### config.mk
export PLATFORM = sky130hd
export DESIGN_NAME = rcf_reset_flags
export DESIGN_NICKNAME = d
export VERILOG_FILES = /design/src/hw/rcf_pkg.sv /design/src/hw/rcf_tick_div.sv /design/src/hw/rcf_dip_filter.sv /design/src/hw/rcf_reset_flags.sv
export SDC_FILE = /design/constraint.sdc
export NUM_CORES = 1
export LEC_CHECK = 0
export BUFFER_PORTS_ARGS = -buffer_cell sky130_fd_sc_hd__buf_2
export CORE_MARGIN = 4
export CORE_UTILIZATION = 55
export CTS_CLUSTER_SIZE = 28
export DETAILED_ROUTE_END_ITERATION = 16
export PLACE_DENSITY = 0.86
export RECOVER_POWER = 50
export SLEW_MARGIN = 20
export SYNTH_ARGS = -nofsm -noshare
export SYNTH_HDL_FRONTEND = slang
export SYNTH_HIERARCHICAL = 1
export SYNTH_SLANG_ARGS = --single-unit
### constraint.sdc
create_clock -name core_clk -period 4.7 [get_ports core_clk]
set_input_delay 0.47 -clock core_clk [delete_from_list [all_inputs] [get_ports core_clk]]
set_output_delay 0.47 -clock core_clk [all_outputs]
set_load 0.1 [all_outputs]
### src/hw/rcf_pkg.sv
`default_nettype none
package rcf_pkg;
  // clock and sub-clock timing
  localparam int CLK_PERIOD_NS = 10;
  localparam int SUB_PERIOD_NS = 31250;
  localparam int TICK_CYCLES   = SUB_PERIOD_NS / CLK_PERIOD_NS;
  localparam int TICK_W        = 12;

  // register byte offsets
  localparam logic [7:0] OFS_FLAGS     = 8'h00;
  localparam logic [7:0] OFS_IRQ_STAT  = 8'h04;
  localparam logic [7:0] OFS_IRQ_EN    = 8'h08;
  localparam logic [7:0] OFS_IRQ_CLR   = 8'h0C;
  localparam logic [7:0] OFS_WIDTH_SEL = 8'h10;
  localparam logic [7:0] OFS_STATE     = 8'h14;

  // flag bit positions
  localparam int FLAG_W    = 4;
  localparam int BIT_WDOG  = 0;
  localparam int BIT_VSEL  = 1;
  localparam int BIT_LOWV  = 2;
  localparam int BIT_RCTRL = 3;

  // reset values
  localparam logic [3:0] FLAGS_RST     = 4'h0;
  localparam logic [3:0] IRQ_EN_RST    = 4'h0;
  localparam logic [1:0] WIDTH_SEL_RST = 2'h1;

  // defined control codes
  localparam logic [7:0] VSEL_1V7  = 8'h66;
  localparam logic [7:0] VSEL_1V9  = 8'h55;
  localparam logic [7:0] VSEL_2V55 = 8'h33;
  localparam logic [7:0] VSEL_3V15 = 8'h99;
  localparam logic [7:0] VSEL_3V8  = 8'hAA;
  localparam logic [7:0] VSEL_OFF  = 8'hF0;
  localparam logic [7:0] RCTL_IO   = 8'h55;
  localparam logic [7:0] RCTL_PIN  = 8'hAA;

  // dip width limits in sub-clock ticks
  localparam logic [7:0] DIP_8   = 8'h08;
  localparam logic [7:0] DIP_32  = 8'h20;
  localparam logic [7:0] DIP_64  = 8'h40;
  localparam logic [7:0] DIP_128 = 8'h80;

  // reset-cause inputs from the control registers and watchdog
  typedef struct packed {
    logic [7:0] voltageSelectCtrl;
    logic [7:0] resetFunctionCtrl;
    logic       watchdogCorrupt;
  } rcf_cause_t;

  // register-side state of the top module
  typedef struct packed {
    logic [1:0]  lowSync;
    logic [3:0]  flags;
    logic [3:0]  irqStat;
    logic [3:0]  irqEn;
    logic [1:0]  widthSel;
    logic        vselBadPrev;
    logic        rctlBadPrev;
    logic        resetReq;
    logic        ack;
    logic [31:0] rdata;
  } rcf_top_t;

  function automatic logic vselValid(input logic [7:0] v);
    return (v == VSEL_1V7) || (v == VSEL_1V9) || (v == VSEL_2V55) ||
           (v == VSEL_3V15) || (v == VSEL_3V8) || (v == VSEL_OFF);
  endfunction

  function automatic logic rctlValid(input logic [7:0] v);
    return (v == RCTL_IO) || (v == RCTL_PIN);
  endfunction

  function automatic logic [7:0] dipLimit(input logic [1:0] sel);
    case (sel)
      2'h0:    return DIP_8;
      2'h1:    return DIP_32;
      2'h2:    return DIP_64;
      default: return DIP_128;
    endcase
  endfunction
endpackage
`default_nettype wire

### src/hw/rcf_tick_div.sv
`timescale 1ns/1ns
`default_nettype none
module rcf_tick_div (
  // clock and reset
  input  wire logic core_clk,
  input  wire logic rst_n,
  // sub-clock enable
  output logic      subTick
);
  typedef struct packed {
    logic [rcf_pkg::TICK_W-1:0] cnt;
    logic                       tick;
  } rcf_div_t;

  rcf_div_t q, d;

  // count down one sub-clock period, then pulse for a cycle
  always_comb begin
    d      = q;
    d.tick = 1'b0;
    if (q.cnt == '0) begin
      d.cnt  = rcf_pkg::TICK_W'(rcf_pkg::TICK_CYCLES - 1);
      d.tick = 1'b1;
    end else begin
      d.cnt = q.cnt - 1'b1;
    end
  end

  always_ff @(posedge core_clk) begin
    if (!rst_n) begin
      q <= '0;
    end else begin
      q <= d;
    end
  end

  assign subTick = q.tick;
endmodule
`default_nettype wire

### src/hw/rcf_dip_filter.sv
`timescale 1ns/1ns
`default_nettype none
module rcf_dip_filter (
  // clock and reset
  input  wire logic       core_clk,
  input  wire logic       rst_n,
  // supply level, already synchronised
  input  wire logic       supplyLow,
  input  wire logic       monitorEn,
  input  wire logic       subTick,
  input  wire logic [1:0] widthSel,
  // accepted low-supply event
  output logic            dipAccepted,
  output logic [7:0]      dipCount
);
  typedef struct packed {
    logic [7:0] cnt;
    logic       fired;
    logic       pulse;
  } rcf_flt_t;

  rcf_flt_t q, d;

  // ticks are counted while low; a dip shorter than the limit is dropped
  always_comb begin
    d       = q;
    d.pulse = 1'b0;
    if (!supplyLow || !monitorEn) begin
      d.cnt   = '0; // short dip forgotten
      d.fired = 1'b0;
    end else if (subTick && !q.fired) begin
      if (q.cnt + 8'h01 >= rcf_pkg::dipLimit(widthSel)) begin
        d.pulse = 1'b1; // tick count reached the limit
        d.fired = 1'b1;
      end
      d.cnt = q.cnt + 8'h01;
    end
  end

  always_ff @(posedge core_clk) begin
    if (!rst_n) begin
      q <= '0;
    end else begin
      q <= d;
    end
  end

  assign dipAccepted = q.pulse;
  assign dipCount    = q.cnt;
endmodule
`default_nettype wire

### src/hw/rcf_reset_flags.sv
// Overview of operation
// - low supply reset sets bit two, sticky
// - bad voltage-select code sets bit one
// - bit one cleared only by writing zero
// - bit zero records watchdog control corruption
// - bad reset-function code sets bit three
// - only dips longer than width count
//
// Local design decisions: the register addresses and the Avalon-MM interface to the registers.
`timescale 1ns/1ns
`default_nettype none
module rcf_reset_flags (
  // clock and reset
  input  wire logic                core_clk,
  input  wire logic                rst_n,

  // avalon-mm slave
  input  wire logic [7:0]          avs_address,
  input  wire logic                avs_read,
  input  wire logic                avs_write,
  input  wire logic [31:0]         avs_writedata,
  input  wire logic [3:0]          avs_byteenable,
  output logic [31:0]              avs_readdata,
  output logic                     avs_waitrequest,

  // reset causes
  input  wire logic                lowSupplyPin,
  input  wire rcf_pkg::rcf_cause_t cause,

  // outputs to the reset generator and cpu
  output logic                     resetRequest,
  output logic [3:0]               resetCauseFlags,
  output logic                     irq
);

  rcf_pkg::rcf_top_t q, d;

  // helper signals
  logic       subTick;
  logic       dipAccepted;
  logic [7:0] dipCount;
  logic       monitorEn;
  logic       vselBad;
  logic       rctlBad;
  logic       busReq;
  logic       busDone;
  logic       wrDone;
  logic       lowByte;
  logic [3:0] setMask;
  logic [3:0] clrMask;
  logic [3:0] irqClr;

  // sub-clock enable for the dip width count
  rcf_tick_div u_div (
    .core_clk (core_clk),
    .rst_n    (rst_n),
    .subTick  (subTick)
  );

  // dip filter watches the second synchroniser stage only
  rcf_dip_filter u_flt (
    .core_clk    (core_clk),
    .rst_n       (rst_n),
    .supplyLow   (q.lowSync[1]),
    .monitorEn   (monitorEn),
    .subTick     (subTick),
    .widthSel    (q.widthSel),
    .dipAccepted (dipAccepted),
    .dipCount    (dipCount)
  );

  // control-register code checks
  assign vselBad = !rcf_pkg::vselValid(cause.voltageSelectCtrl);
  assign rctlBad = !rcf_pkg::rctlValid(cause.resetFunctionCtrl);

  // monitor idles when switched off or while its code is corrupt
  assign monitorEn = !vselBad && (cause.voltageSelectCtrl != rcf_pkg::VSEL_OFF);

  // bus handshake: one wait cycle, then the answer
  assign busReq  = avs_read || avs_write;
  assign busDone = busReq && q.ack;
  assign wrDone  = avs_write && q.ack;
  assign lowByte = avs_byteenable[0];

  // events that set flags this cycle
  always_comb begin
    setMask                      = 4'h0;
    setMask[rcf_pkg::BIT_LOWV]   = dipAccepted;
    setMask[rcf_pkg::BIT_VSEL]   = vselBad;
    setMask[rcf_pkg::BIT_WDOG]   = cause.watchdogCorrupt;
    setMask[rcf_pkg::BIT_RCTRL]  = rctlBad;
  end

  // software clears a flag by writing zero; ones are ignored
  always_comb begin
    clrMask = 4'h0;
    if (wrDone && lowByte && avs_address == rcf_pkg::OFS_FLAGS) begin
      clrMask = ~avs_writedata[3:0]; // upper bits dropped
    end
  end

  // write-one-to-clear of interrupt status
  always_comb begin
    irqClr = 4'h0;
    if (wrDone && lowByte && avs_address == rcf_pkg::OFS_IRQ_CLR) begin
      irqClr = avs_writedata[3:0];
    end
  end

  // next state of all registers
  always_comb begin
    d = q;

    // two-stage synchroniser on the supply comparator
    d.lowSync[0] = lowSupplyPin;
    d.lowSync[1] = q.lowSync[0];

    // set beats clear so an event is never lost
    d.flags = (q.flags & ~clrMask) | setMask;

    // the two code-check causes raise interrupts on their leading edge only; watchdog and dip set status every cycle they are high
    d.vselBadPrev = vselBad;
    d.rctlBadPrev = rctlBad;
    d.irqStat = (q.irqStat & ~irqClr);
    d.irqStat[rcf_pkg::BIT_LOWV]  = d.irqStat[rcf_pkg::BIT_LOWV] | dipAccepted;
    d.irqStat[rcf_pkg::BIT_VSEL]  = d.irqStat[rcf_pkg::BIT_VSEL] | (vselBad & ~q.vselBadPrev);
    d.irqStat[rcf_pkg::BIT_WDOG]  = d.irqStat[rcf_pkg::BIT_WDOG] | cause.watchdogCorrupt;
    d.irqStat[rcf_pkg::BIT_RCTRL] = d.irqStat[rcf_pkg::BIT_RCTRL] | (rctlBad & ~q.rctlBadPrev);

    // reset request follows any active cause, whether new or already flagged
    d.resetReq = (|setMask) && ((setMask & ~q.flags) != 4'h0 || dipAccepted ||
                 cause.watchdogCorrupt || vselBad || rctlBad);

    // enable and width select writes
    if (wrDone && lowByte) begin
      case (avs_address)
        rcf_pkg::OFS_IRQ_EN: begin
          d.irqEn = avs_writedata[3:0];
        end
        rcf_pkg::OFS_WIDTH_SEL: begin
          d.widthSel = avs_writedata[1:0];
        end
        default: begin
          d.irqEn = q.irqEn;
        end
      endcase
    end

    // handshake: ack high in the second cycle of a request
    d.ack = busReq && !q.ack;

    // read data captured in the wait cycle
    d.rdata = 32'h0000_0000;
    if (avs_read && !q.ack) begin
      case (avs_address)
        rcf_pkg::OFS_FLAGS: begin
          d.rdata[3:0] = q.flags; // upper bits read zero
        end
        rcf_pkg::OFS_IRQ_STAT: begin
          d.rdata[3:0] = q.irqStat;
        end
        rcf_pkg::OFS_IRQ_EN: begin
          d.rdata[3:0] = q.irqEn;
        end
        rcf_pkg::OFS_WIDTH_SEL: begin
          d.rdata[1:0] = q.widthSel;
        end
        rcf_pkg::OFS_STATE: begin
          d.rdata[0]    = q.lowSync[1];
          d.rdata[1]    = monitorEn;
          d.rdata[2]    = vselBad;
          d.rdata[3]    = rctlBad;
          d.rdata[15:8] = dipCount;
        end
        default: begin
          d.rdata = 32'h0000_0000; // unmapped reads answer zero
        end
      endcase
    end else if (q.ack) begin
      d.rdata = q.rdata;
    end
  end

  // power-on reset clears every flag
  always_ff @(posedge core_clk) begin
    if (!rst_n) begin
      q          <= '0;
      q.flags    <= rcf_pkg::FLAGS_RST;
      q.irqEn    <= rcf_pkg::IRQ_EN_RST;
      q.widthSel <= rcf_pkg::WIDTH_SEL_RST;
    end else begin
      q <= d;
    end
  end

  // bus answers: readdata registered, waitrequest combinational
  assign avs_readdata    = q.rdata;
  assign avs_waitrequest = busReq && !busDone;

  // flags are visible directly to the cpu core as well
  assign resetCauseFlags = q.flags;
  assign resetRequest    = q.resetReq;

  // one level interrupt while any enabled status bit stands
  assign irq = |(q.irqStat & q.irqEn);

endmodule
`default_nettype wire

==> run summary <==
Worst-path clk slew = 100 ps
Die area = 0.00693 mm^2
Post-Synthesis Cells = 344
Final #Nets = 441
Post-route ant nets = 0
Hold Vio Cnt, Final = 0
Status = finished clean
CP required = 4920 ps
Setup-failing EPs final = 0
RSZ-0062 raised after global routing = false
CP top delay family = buffers and inverters
Root buf cell = clkbuf_8
XOR/XNOR Fraction of Synth Area = 3.37%
Share of the synthesized area in the top cell type = 35.3%
Placed cells = 433
Synth Area in Compound Gates = 14.9%
Routability Congestion = 0.853
Crit Path Max Fanout = 39
Final Instance Count excl. Fillers = 441
Grt ovf = 0
Yosys reg bits = 55
Worst path bufs/invs = 1
Fin. max-slew vios = 0
CTS tree = built
VDD IR max = 0.299 mV
Largest family of logic cells by synthesized area = simple AND/OR/NAND/NOR gates
Drt first-iter violations = 157
Met3 WL = 423 um
Worst Hold Launch = lowSupplyPin
CP Capture Type = flip-flop
Crit path from = rst_n
Post-synth EDFFs = 0
Asr flop ratio synth = 0%
Slowest cell delay on critical path = 1020 ps
Layout area overhead = 4.14%
Met2 WL = 3.02 mm
CTS H-Tree Depth = 2
Largest net degree at the start of global routing = 40
Fmax achieved = 458 MHz
# Max-Cap Violations = 0
Cell Area, Synth = 0.00312 mm^2
Final core occ = 58.9%
Multiplexer share of the synthesized area = 3.94%
Sequential share of the synthesized area = 35.3%
Fin crit share = 46.5%
Simple-gate portion of the synthesized area = 26.3%
Arr. time, crit path = 2400 ps
Crit path max-delay cell type = clkbuf_1
Syn_area_per_cell = 9.06 um^2
Total I/O pin count = 105
Measured slew at the worst slew-check pin = 1440 ps
Setup TNS Final = 0 ps
Leading cell types in the layout, fill and taps excluded = dfxtp_1, buf_2, nor2_1, nand2_1, conb_1
Setup Fix Bufs, Post-CTS = 0
Detailed Place HPWL = 4.59 mm
DR top layer = met4
First-pass GRT wire length = 10.7 mm
Avg WL per Cell = 13.9 um
Clock Skew = 10.0 ps
Leading cell type in the layout, fill and taps excluded = dfxtp_1
Core area = 0.00551 mm^2
Hold_buf cts = 0
# clock sinks = 55
Post-Route WL = 6.14 mm
DRT met1 WL = 2.62 mm
Post-CTS resize count = 0
Post-Synth Adder-Cell Area = 2.81%
Vias = 2,474
Fin crit period = 2180 ps
Synth top area cells = dfxtp_1, buf_4, nor2b_1
DIE WIDTH = 83.3 um
Netlist cell types = 59
Initial antenna violation count = 0
Clk_lat worst skew = 310 ps
CTS Buffer Depth = 2
N_diodes = 0
Port Buf Inserts = 53
Residual DRC = 0
Cell Rows = 27
Total track usage = 18.1%
Worst hold path class = input port to flip-flop
Setup CP Type = input port to flip-flop
Critical Path, Cell by Cell = clkbuf_1 > nand3_1 > a211oi_2
Area leader, netlist = dfxtp_1
DIE HEIGHT = 83.3 um
Layout cells sized above 1 = 16.0%
Syn. warnings = 6
Leak Pwr = 1.28 nW
Startpoint Class = input port
CTS Buf Count = 5
Post-DR vias/cell = 5.61
Worst r2r src = u_flt/dipCount[0]
1st-pass router iterations = 4
Effective utilization at floorplan = 56.6%
Dominant synthesized flop cell = dfxtp_1
Slew HR = 3.69%
Pwr dens = 394 mW/mm^2
Number of global-route vias before repair = 2,380
[logic make-up (layout without fill, tap and decap cells)]
family	Yosys count	in the layout
AO/OA/AOI/OAI	66	66
XOR/XNOR	12	12
adder cells (fa/ha/maj)	7	7
buffers and inverters	62	68
flip-flops	55	55
multiplexers	11	11
other	1	20
AND/OR/NAND/NOR	130	130
[sequential cells by signal (all words and copies together) (netlist names)]
name               flops
q                     14
d                      1
u_div/subTick          1
resetCauseFlags        4
u_div/q               12
u_flt/q                1
u_flt/dipCount         8
u_flt/dipAccepted      1
resetRequest           1
avs_readdata          12
[worst paths after layout]
kind / to / slack, ps / cells after the start
max: u_flt/dipAccepted / 2520 / 3
min: d[51] / 370 / 2
max reg2reg: u_flt/q[1] / 2560 / 8
min reg2reg: u_div/q[1] / 430 / 1
[power breakdown]
group / switching (mW) / internal, mW / leakage [nW]
clock: 0.153 / 0.175 / 0.0618
sequential: 0.0464 / 0.516 / 0.450
combinational: 0.252 / 0.136 / 0.764
total: 0.452 / 0.828 / 1.28
[synthesized netlist by cell type, types with 3 or more instances]
| cell type | n |
|---|---|
| dfxtp_1 | 55 |
| a31oi_1 | 6 |
| inv_1 | 7 |
| nor3_2 | 3 |
| nand2b_1 | 5 |
| a22oi_1 | 12 |
| nor2b_1 | 18 |
| and3_1 | 6 |
| nand3_1 | 6 |
| nand2_1 | 20 |
| o31ai_1 | 4 |
| nor2_1 | 22 |
| nor4bb_1 | 8 |
| nand4_1 | 5 |
| and2_1 | 6 |
| o21ai_0 | 15 |
| xnor2_1 | 5 |
| clkbuf_1 | 7 |
| or4_1 | 3 |
| xor2_1 | 7 |
| mux2i_1 | 10 |
| a32o_1 | 3 |
| buf_4 | 44 |
| ha_1 | 7 |
| nor3_1 | 4 |
| a21oi_1 | 12 |
| or3_1 | 4 |
[per-stage QoR]
| stage | instance area (um^2) | total power [mW] | hold WS (ps) | setup WS (ps) |
|---|---|---|---|---|
| 4_1_cts | 3280 | 1.29 | 365 | 2560 |
| 3_5_place_dp | 3150 | 0.962 | 421 | 2530 |
| 6_report | 3240 | 1.28 | 374 | 2520 |
| 3_3_place_gp | 3150 | 0.945 | 416 | 2610 |
| 2_1_floorplan | 3190 | 0.918 | 406 | 2400 |
| 5_1_grt | 3240 | 1.36 | 397 | 2270 |
[worst register-to-register path, delay by kind of cell, from the launching register on]
kind | cells | cell delay (ps)
simple gates | 2 | 330
fa+ha+maj | 2 | 550
flops | 1 | 450
xor+xnor | 1 | 140
compound gates | 3 | 550
[metal layers]
metal	global-route usage [%]	up-vias
li1	-	1232
met2	31.2	83
met4	6.24	0
met1	21.7	1151
met3	4.66	8
met5	0	-
[area by class of cell]
class	count	area (um^2)
tap	72	90.1
fill	489	2260
clock buffer	6	82.6
timing repair buffer	53	243
sequential	55	1100
multi-input combinational	246	1660
inverter	7	26.3
clock inverter	2	38.8
No activity file was read; power rests on OpenSTA's default activity.
